===== src/core/pcc_pkg.sv =====
// package: constants for the clock source control block
package pcc_pkg;
  // register offsets (byte addresses, one word each)
  localparam logic [7:0] ADDR_CTRL = 8'h00;
  localparam logic [7:0] ADDR_DIV = 8'h04;
  localparam logic [7:0] ADDR_STAT = 8'h08;
  localparam logic [7:0] ADDR_SEL = 8'h0c;
  // control register fields
  localparam int CTRL_PWR = 0;
  localparam int CTRL_AUTO = 1;
  localparam int CTRL_TRK = 2;
  localparam int CTRL_LIE = 3;
  localparam int CTRL_BSEL = 4;
  // divider register fields
  localparam int DIV_REF_LSB = 0;
  localparam int DIV_MUL_LSB = 8;
  localparam int DIV_SLOW_LSB = 16;
  // select register fields
  localparam int SEL_MOD = 0;
  localparam int SEL_NET = 1;
  localparam int SEL_DBG = 2;
  // status register fields
  localparam int STAT_LOCK = 0;
  localparam int STAT_TRK = 1;
  localparam int STAT_IRQ = 2;
  localparam int STAT_STAB = 3;
  // reset values
  localparam logic [31:0] CTRL_RST = 32'h0000_0003;
  localparam logic [2:0] REF_RST = 3'h0;
  localparam logic [5:0] MUL_RST = 6'h00;
  localparam logic [5:0] SLOW_RST = 6'h01;
  // lock tolerances, in feedback counts per window
  localparam logic [7:0] WIN_LEN = 8'h40;
  localparam logic [7:0] TOL_LOCK = 8'h01;
  localparam logic [7:0] TOL_UNLOCK = 8'h03;
  localparam logic [7:0] TOL_TRK = 8'h03;
  localparam logic [7:0] TOL_UNT = 8'h06;
  // stabilization delay
  localparam int STAB_NS = 200000;
  localparam int CLK_NS = 100;
  localparam int STAB_CYC = (STAB_NS + CLK_NS - 1) / CLK_NS;
endpackage


===== src/core/pcc_divider.sv =====
// module: programmable divider producing a one-cycle enable pulse
`timescale 1ns/1ns
`default_nettype none
module pcc_divider #(
  parameter int W = 8
) (
  // clock and reset
  input wire logic mclk_i,
  input wire logic rstn_i,
  // control
  input wire logic en_i,
  input wire logic clr_i,
  input wire logic [W-1:0] ratio_i,
  // output
  output logic pulse_o
);
  logic [W-1:0] cnt;

  // counts en_i events, pulses once every ratio_i of them
  always_ff @(posedge mclk_i or negedge rstn_i)
  begin
    if (!rstn_i)
    begin
      cnt <= '0;
      pulse_o <= 1'b0;
    end
    else if (clr_i)
    begin
      cnt <= '0;
      pulse_o <= 1'b0;
    end
    else
    begin
      pulse_o <= 1'b0;
      if (en_i)
      begin
        if (cnt >= ratio_i - W'(1))
        begin
          cnt <= '0;
          pulse_o <= 1'b1;
        end
        else
          cnt <= cnt + W'(1);
      end
    end
  end
endmodule // pcc_divider
`default_nettype wire


===== src/core/pcc_lockdet.sv =====
// module: frequency comparator for lock and tracking detection
`timescale 1ns/1ns
`default_nettype none
module pcc_lockdet (
  // clock and reset
  input wire logic mclk_i,
  input wire logic rstn_i,
  // inputs
  input wire logic run_i,
  input wire logic ref_tick_i,
  input wire logic fb_tick_i,
  // results
  output logic lock_o,
  output logic in_trk_o
);
  logic [7:0] ref_cnt;
  logic [7:0] fb_cnt;
  logic [7:0] diff;

  always_comb
  begin
    diff = (fb_cnt > pcc_pkg::WIN_LEN) ? fb_cnt - pcc_pkg::WIN_LEN : pcc_pkg::WIN_LEN - fb_cnt;
  end

  // compare feedback ticks against a window of reference ticks
  always_ff @(posedge mclk_i or negedge rstn_i)
  begin
    if (!rstn_i)
    begin
      ref_cnt <= 8'h00;
      fb_cnt <= 8'h00;
      lock_o <= 1'b0;
      in_trk_o <= 1'b0;
    end
    else if (!run_i)
    begin
      ref_cnt <= 8'h00;
      fb_cnt <= 8'h00;
      lock_o <= 1'b0;
      in_trk_o <= 1'b0;
    end
    else
    begin
      if (fb_tick_i && fb_cnt != 8'hff)
        fb_cnt <= fb_cnt + 8'h01;
      if (ref_tick_i)
      begin
        if (ref_cnt == pcc_pkg::WIN_LEN - 8'h01)
        begin
          ref_cnt <= 8'h00;
          fb_cnt <= {7'h00, fb_tick_i};
          if (diff <= pcc_pkg::TOL_LOCK)
            lock_o <= 1'b1;
          else if (diff > pcc_pkg::TOL_UNLOCK)
            lock_o <= 1'b0;
          if (diff <= pcc_pkg::TOL_TRK)
            in_trk_o <= 1'b1;
          else if (diff > pcc_pkg::TOL_UNT)
            in_trk_o <= 1'b0;
        end
        else
          ref_cnt <= ref_cnt + 8'h01;
      end
    end
  end
endmodule // pcc_lockdet
`default_nettype wire


===== src/core/pcc_top.sv =====
// module: clock source control with loop dividers and lock detection
//
// Implementation choices: the address-and-strobe port and the register offsets.
`timescale 1ns/1ns
`default_nettype none
// Operation
// - slow divider: crystal by 4 to 252
// - module clock: peripheral or slow clock
// - network clock: crystal or base clock
// - debug clock: debug or bus clock
// - monitor runs from crystal clock directly
// - reference divider 1 to 8
// - loop multiplier 1 to 64
// - loop keeps running in wait mode
// - stop suspends loop; loop resumes at once, lock detection after delay
// - lock detector compares feedback and reference
// - tracking bit clear means acquisition
// - auto mode switches filter by itself
// - auto mode: tracking bit read-only, hysteresis
// - read-only lock bit with hysteresis
// - interrupt on lock toggle when enabled
// - manual mode keeps lock and interrupt
// - manual mode: software writes tracking bit
module pcc_top #(
  parameter int STAB_CYC = pcc_pkg::STAB_CYC
) (
  // clock and reset
  input wire logic mclk_i,
  input wire logic rstn_i,
  // register port
  input wire logic [7:0] addr_i,
  input wire logic [31:0] wdata_i,
  input wire logic wr_i,
  input wire logic rd_i,
  output logic [31:0] rdata_o,
  // clock ticks, synchronous enables
  input wire logic xtal_tick_i,
  input wire logic loop_tick_i,
  input wire logic periph_tick_i,
  input wire logic debug_tick_i,
  input wire logic bus_tick_i,
  // power modes
  input wire logic wait_mode_i,
  input wire logic stop_mode_i,
  // clock enables out
  output logic ref_tick_o,
  output logic slow_tick_o,
  output logic module_tick_o,
  output logic network_tick_o,
  output logic debug_mod_tick_o,
  output logic monitor_tick_o,
  output logic base_tick_o,
  // loop control
  output logic loop_run_o,
  output logic [5:0] loop_mult_o,
  output logic filter_track_o,
  output logic lock_irq_o
);
  logic loop_power_on;
  logic self_bandwidth_select;
  logic manual_trk;
  logic lock_irq_enable;
  logic base_sel_loop;
  logic [2:0] ref_div;
  logic [5:0] loop_mult;
  logic [5:0] slow_div;
  logic sel_mod;
  logic sel_net;
  logic sel_dbg;
  logic lock_q;
  logic lock_prev;
  logic irq_pend;
  logic auto_trk;
  logic stab_done;
  logic [31:0] stab_cnt;
  logic ref_pulse;
  logic fb_pulse;
  logic slow_pulse;
  logic loop_run;
  logic filter_trk;
  logic base_tick;
  logic [31:0] next_rdata;

  // loop runs when powered and not stopped; wait has no effect
  assign loop_run = loop_power_on && !stop_mode_i;
  assign filter_trk = self_bandwidth_select ? auto_trk : manual_trk;
  assign base_tick = base_sel_loop ? loop_tick_i : xtal_tick_i;

  // control registers
  always_ff @(posedge mclk_i or negedge rstn_i)
  begin
    if (!rstn_i)
    begin
      loop_power_on <= pcc_pkg::CTRL_RST[pcc_pkg::CTRL_PWR];
      self_bandwidth_select <= pcc_pkg::CTRL_RST[pcc_pkg::CTRL_AUTO];
      manual_trk <= pcc_pkg::CTRL_RST[pcc_pkg::CTRL_TRK];
      lock_irq_enable <= pcc_pkg::CTRL_RST[pcc_pkg::CTRL_LIE];
      base_sel_loop <= pcc_pkg::CTRL_RST[pcc_pkg::CTRL_BSEL];
    end
    else if (wr_i && addr_i == pcc_pkg::ADDR_CTRL)
    begin
      loop_power_on <= wdata_i[pcc_pkg::CTRL_PWR];
      self_bandwidth_select <= wdata_i[pcc_pkg::CTRL_AUTO];
      if (!wdata_i[pcc_pkg::CTRL_AUTO])
        manual_trk <= wdata_i[pcc_pkg::CTRL_TRK];
      lock_irq_enable <= wdata_i[pcc_pkg::CTRL_LIE];
      base_sel_loop <= wdata_i[pcc_pkg::CTRL_BSEL];
    end
  end

  // divider and select registers
  always_ff @(posedge mclk_i or negedge rstn_i)
  begin
    if (!rstn_i)
    begin
      ref_div <= pcc_pkg::REF_RST;
      loop_mult <= pcc_pkg::MUL_RST;
      slow_div <= pcc_pkg::SLOW_RST;
      sel_mod <= 1'b0;
      sel_net <= 1'b0;
      sel_dbg <= 1'b0;
    end
    else if (wr_i)
    begin
      if (addr_i == pcc_pkg::ADDR_DIV)
      begin
        ref_div <= wdata_i[pcc_pkg::DIV_REF_LSB +: 3];
        loop_mult <= wdata_i[pcc_pkg::DIV_MUL_LSB +: 6];
        slow_div <= (wdata_i[pcc_pkg::DIV_SLOW_LSB +: 6] == 6'h00) ? 6'h01 : wdata_i[pcc_pkg::DIV_SLOW_LSB +: 6];
      end
      if (addr_i == pcc_pkg::ADDR_SEL)
      begin
        sel_mod <= wdata_i[pcc_pkg::SEL_MOD];
        sel_net <= wdata_i[pcc_pkg::SEL_NET];
        sel_dbg <= wdata_i[pcc_pkg::SEL_DBG];
      end
    end
  end

  // reference divider, ratio field plus one
  pcc_divider #(
    .W(4)
  ) u_ref_div (
    .mclk_i(mclk_i),
    .rstn_i(rstn_i),
    .en_i(xtal_tick_i),
    .clr_i(1'b0),
    .ratio_i({1'b0, ref_div} + 4'h1),
    .pulse_o(ref_pulse)
  );

  // feedback divider, loop output by multiplier
  pcc_divider #(
    .W(7)
  ) u_fb_div (
    .mclk_i(mclk_i),
    .rstn_i(rstn_i),
    .en_i(loop_tick_i),
    .clr_i(!loop_run),
    .ratio_i({1'b0, loop_mult} + 7'h01),
    .pulse_o(fb_pulse)
  );

  // slow divider, field times four
  pcc_divider #(
    .W(8)
  ) u_slow_div (
    .mclk_i(mclk_i),
    .rstn_i(rstn_i),
    .en_i(xtal_tick_i),
    .clr_i(1'b0),
    .ratio_i({slow_div, 2'b00}),
    .pulse_o(slow_pulse)
  );

  // lock detector, held until stabilization done
  pcc_lockdet u_lockdet (
    .mclk_i(mclk_i),
    .rstn_i(rstn_i),
    .run_i(loop_run && stab_done),
    .ref_tick_i(ref_pulse),
    .fb_tick_i(fb_pulse),
    .lock_o(lock_q),
    .in_trk_o(auto_trk)
  );

  // stabilization delay after power on or stop exit
  always_ff @(posedge mclk_i or negedge rstn_i)
  begin
    if (!rstn_i)
    begin
      stab_cnt <= 32'h0000_0000;
      stab_done <= 1'b0;
    end
    else if (!loop_run)
    begin
      stab_cnt <= 32'h0000_0000;
      stab_done <= 1'b0;
    end
    else if (!stab_done)
    begin
      if (stab_cnt >= 32'(STAB_CYC - 1))
        stab_done <= 1'b1;
      else
        stab_cnt <= stab_cnt + 32'h0000_0001;
    end
  end

  // lock toggle detection and pending flag, set wins
  always_ff @(posedge mclk_i or negedge rstn_i)
  begin
    if (!rstn_i)
    begin
      lock_prev <= 1'b0;
      irq_pend <= 1'b0;
    end
    else
    begin
      lock_prev <= lock_q;
      if (lock_q != lock_prev)
        irq_pend <= 1'b1;
      else if (wr_i && addr_i == pcc_pkg::ADDR_STAT && wdata_i[pcc_pkg::STAT_IRQ])
        irq_pend <= 1'b0;
    end
  end

  // divided ticks
  always_ff @(posedge mclk_i or negedge rstn_i)
  begin
    if (!rstn_i)
    begin
      ref_tick_o <= 1'b0;
      slow_tick_o <= 1'b0;
    end
    else
    begin
      ref_tick_o <= ref_pulse;
      slow_tick_o <= slow_pulse;
    end
  end

  // monitor tick, crystal only, no loop path
  always_ff @(posedge mclk_i or negedge rstn_i)
  begin
    if (!rstn_i)
    begin
      monitor_tick_o <= 1'b0;
    end
    else
    begin
      monitor_tick_o <= xtal_tick_i;
    end
  end

  // selected source ticks
  always_ff @(posedge mclk_i or negedge rstn_i)
  begin
    if (!rstn_i)
    begin
      module_tick_o <= 1'b0;
      network_tick_o <= 1'b0;
      debug_mod_tick_o <= 1'b0;
      base_tick_o <= 1'b0;
    end
    else
    begin
      module_tick_o <= sel_mod ? slow_pulse : periph_tick_i;
      network_tick_o <= sel_net ? base_tick : xtal_tick_i;
      debug_mod_tick_o <= sel_dbg ? bus_tick_i : debug_tick_i;
      base_tick_o <= base_tick;
    end
  end

  // loop outputs
  always_ff @(posedge mclk_i or negedge rstn_i)
  begin
    if (!rstn_i)
    begin
      loop_run_o <= 1'b0;
      loop_mult_o <= 6'h00;
      filter_track_o <= 1'b0;
    end
    else
    begin
      loop_run_o <= loop_run && !(wait_mode_i && 1'b0);
      loop_mult_o <= loop_mult;
      filter_track_o <= filter_trk && loop_run;
    end
  end

  // interrupt request, pending flag gated by enable
  always_ff @(posedge mclk_i or negedge rstn_i)
  begin
    if (!rstn_i)
    begin
      lock_irq_o <= 1'b0;
    end
    else
    begin
      lock_irq_o <= irq_pend && lock_irq_enable;
    end
  end

  // read mux
  always_comb
  begin
    next_rdata = 32'h0000_0000;
    case (addr_i)
      pcc_pkg::ADDR_CTRL:
      begin
        next_rdata[pcc_pkg::CTRL_PWR] = loop_power_on;
        next_rdata[pcc_pkg::CTRL_AUTO] = self_bandwidth_select;
        next_rdata[pcc_pkg::CTRL_TRK] = filter_trk;
        next_rdata[pcc_pkg::CTRL_LIE] = lock_irq_enable;
        next_rdata[pcc_pkg::CTRL_BSEL] = base_sel_loop;
      end
      pcc_pkg::ADDR_DIV:
      begin
        next_rdata[pcc_pkg::DIV_REF_LSB +: 3] = ref_div;
        next_rdata[pcc_pkg::DIV_MUL_LSB +: 6] = loop_mult;
        next_rdata[pcc_pkg::DIV_SLOW_LSB +: 6] = slow_div;
      end
      pcc_pkg::ADDR_STAT:
      begin
        next_rdata[pcc_pkg::STAT_LOCK] = lock_q;
        next_rdata[pcc_pkg::STAT_TRK] = filter_trk;
        next_rdata[pcc_pkg::STAT_IRQ] = irq_pend;
        next_rdata[pcc_pkg::STAT_STAB] = stab_done;
      end
      pcc_pkg::ADDR_SEL:
      begin
        next_rdata[pcc_pkg::SEL_MOD] = sel_mod;
        next_rdata[pcc_pkg::SEL_NET] = sel_net;
        next_rdata[pcc_pkg::SEL_DBG] = sel_dbg;
      end
      default:
        next_rdata = 32'h0000_0000;
    endcase
  end

  // read data one cycle after the strobe, zero otherwise
  always_ff @(posedge mclk_i or negedge rstn_i)
  begin
    if (!rstn_i)
      rdata_o <= 32'h0000_0000;
    else
      rdata_o <= rd_i ? next_rdata : 32'h0000_0000;
  end
endmodule // pcc_top
`default_nettype wire


===== config.mk =====
export PLATFORM = sky130hd
export DESIGN_NAME = pcc_top
export DESIGN_NICKNAME = d
export VERILOG_FILES = /design/src/core/pcc_pkg.sv /design/src/core/pcc_divider.sv /design/src/core/pcc_lockdet.sv /design/src/core/pcc_top.sv
export SDC_FILE = /design/constraint.sdc
export NUM_CORES = 1
export LEC_CHECK = 0
export BUFFER_PORTS_ARGS = -buffer_cell sky130_fd_sc_hd__buf_2
export CORE_MARGIN = 2
export CORE_UTILIZATION = 51
export DETAILED_ROUTE_END_ITERATION = 12
export HOLD_SLACK_MARGIN = 0.12
export PLACE_DENSITY = 0.84
export SYNTH_ARGS = -nofsm -noshare
export SYNTH_HDL_FRONTEND = slang
export SYNTH_SLANG_ARGS = --single-unit

===== constraint.sdc =====
create_clock -name mclk_i -period 2.38 [get_ports mclk_i]
set_input_delay 0 -clock mclk_i [delete_from_list [all_inputs] [get_ports mclk_i]]
set_output_delay 0 -clock mclk_i [all_outputs]
set_load 0.01 [all_outputs]

==> reports/qor.csv <==
metric,value,unit
r2r_end,u_slow_div.cnt[2]$_DFFE_PN0P_,
register_area,0.003282,mm²
antenna_found_initial,0,
power.density,748.6,mW/mm²
initial_utilization,51.85,%
fin_nets,743,
fillerInstances,840,
clkTransAtPathRegs,0.06,ns
rsz0062_at_grt,yes,
syn_to_final_growth,24.49,%
grt_max_degree,78,
die_area,0.01301,mm²
clk_latency,0.42,ns
numCtsBuffers,17,
timing.final.ws_setup,0.01732,ns
num_vias,4693,
required,2.70,ns
dp.cells,757,
via_per_inst,5.688,
multi_input_area,0.002714,mm²
hold_viol,0,
rrSetupSlack,0.02,ns
synth-seq-cells,131,
grt_overflow,0,
wire_per_inst,17.96,µm
clock_skew,0.007758,ns
rr_worst_depth,8,
outcome,finished clean,
post-route-drc-count,0,
synth_area,0.006176,mm²
antenna_cells,0,
rows,40,
period_needed,2.363,ns
ir_drop,0.4178,mV
drt_iter0_drc,249,
synthCells,552,
final_common_cell,dfrtp_1,
first_global_vias,5009,
core_area,0.01191,mm²
ys_seq_area_share,53.14,%
pre_cts_ws,-0.1147,ns
crit_arrival,2.68,ns
cts_sinks,131,
hpwl,9151,µm
critPathLaunch,slow_div[0]$_DFFE_PN1P_,
avgSynthCellArea,11.19,µm²
critPathKind,flop to flop,
slew_headroom,49.41,%
grt_pass1_wl,24640,µm
synth_cell_types,59,
worstMarginPinSlew,0.7564,ns
wl,14820,µm
final_cells,825,
cts_root_buffer,clkbuf_16,
fmax,423.2,MHz
postLayoutCellArea,0.007689,mm²
synthArstFlopShare,100.0,%
ys.flop_type,dfrtp_1,
cts_max_path_buffers,2,
die_y,114.0,µm
port_buffers,67,
path_max_fanout,3,
die_w,114.0,µm
hold_path_class,input pin to asynchronous set/reset pin,
drtPass1Iterations,5,
h-tree-depth,4,
final_cell_mix,"dfrtp_1, buf_2, nor2_1",
maxCapViolations,0,
gp_congestion,0.8206,
yosysWarnings,0,
period_share,99.27,%
rr_startpoint,slow_div[0]$_DFFE_PN1P_,
num_io_pins,99,
cts_tree,built,
yosysTopAreaCell,dfrtp_1,
setup_viol,0,
synth-edff-count,0,
synth_area_leaders,"dfrtp_1, ha_1, nor2_1",
slew_violations,0,
p_leak,3.771,nW
ant_nets,0,
dpl_cell_area,0.006641,mm²
cp-endpoint,u_slow_div.cnt[2]$_DFFE_PN0P_,
total_power,5.756,mW
whs,0.1712,ns
cp-start-kind,flop,
drive_gt1_share,23.30,%
synth_top_cell_area_share,51.86,%
crit_path_end_kind,flop,
grt_use_total,24.48,%
[cell usage after synthesis, drive strengths merged (14+ instances only)]
master and instances:
buf 22, nor2 51, mux2 25, xnor2 16
dfrtp 128, a21oi 14, inv 26, xor2 17
nand2 25, ha 27, and2 31, nor4 14
[critical path: stages (launching register included)]
cell and delay [ns]:
dfstp_2 0.54, inv_2 0.06, ha_4 0.28, ha_4 0.20, a21o_1 0.19, a2111oi_2 0.39
o21bai_1 0.13, or2_1 0.28, o32ai_2 0.21
[metrics by stage]
step           utilization [%]  setup TNS, ns
2_1_floorplan                -              0
3_5_place_dp             55.76        -0.5913
4_1_cts                  64.34              0
3_3_place_gp             55.76              0
6_report                 64.55              0
5_1_grt                  64.55       -0.03778
[final cells by class]
class	instances	area share [%]
Clock buffer	20	5.810
Sequential cell	131	42.69
Tap cell	147	2.392
Timing Repair Buffer	114	10.22
Inverter	26	1.269
Multi-Input combinational cell	375	35.30
Clock inverter	12	2.327
[power by group]
group	internal, mW	total [mW]	switching, mW
Combinational	0.304	0.615	0.311
Clock	1.78	2.75	0.968
Sequential	2.31	2.39	0.0792
[per-layer routing]
layer  part of all wire, %  vias to the layer above  GRT usage [%]
met1                    39                     2357          27.91
met3                   6.0                       41          7.226
met2                    52                      165          43.13
met4                   2.5                        0          9.837
li1                      -                     2130              -
met5                     0                        -              0
[worst min path at each step]
stage,start,end,slack [ns],cells past startpoint
after detailed placement,rstn_i,ref_tick_o$_DFF_PN0_,-0.11,1
after global routing,rstn_i,u_lockdet.ref_cnt[7]$_DFFE_PN0P_,0.22,3
after CTS,rstn_i,u_lockdet.ref_cnt[7]$_DFFE_PN0P_,0.21,3
after global placement,rstn_i,ref_tick_o$_DFF_PN0_,-0.11,1
after floorplan,rstn_i,base_sel_loop$_DFFE_PN0P_,-0.30,0
final,rstn_i,u_ref_div.cnt[3]$_DFFE_PN0P_,0.17,3
[state kept, by name, indices dropped and copies added, names as in the netlist, 3 cells and up]
| name | count |
|---|---|
| stab_cnt | 32 |
| rdata_o | 17 |
| u_lockdet.fb_cnt | 8 |
| u_lockdet.ref_cnt | 8 |
| u_slow_div.cnt | 8 |
| u_fb_div.cnt | 7 |
| loop_mult | 6 |
| loop_mult_o | 6 |
| slow_div | 6 |
| u_ref_div.cnt | 4 |
| ref_div | 3 |
[cells by family (layout without fill, tap and decap cells)]
| kind of cell | Yosys count | count (layout) | synth area share [%] |
|---|---|---|---|
| xor+xnor | 33 | 33 | 4.680 |
| flops | 131 | 131 | 53.14 |
| buf+inv | 60 | 172 | 4.882 |
| compound gates | 71 | 71 | 8.023 |
| fa+ha+maj | 27 | 27 | 5.470 |
| other cells | 1 | 15 | 0.06072 |
| simple gates | 197 | 197 | 17.16 |
| mux | 32 | 32 | 6.584 |
[repair_timing]
item                                    4_1_cts  5_1_grt
endpoints found under the setup margin        8       10
gates resized for setup                      10        6
setup buffers                                 3        0
hold buffers                                 33        0
pin swaps                                    10        7
endpoints found under the hold margin       201        0
(Power assumes the default switching activity.)
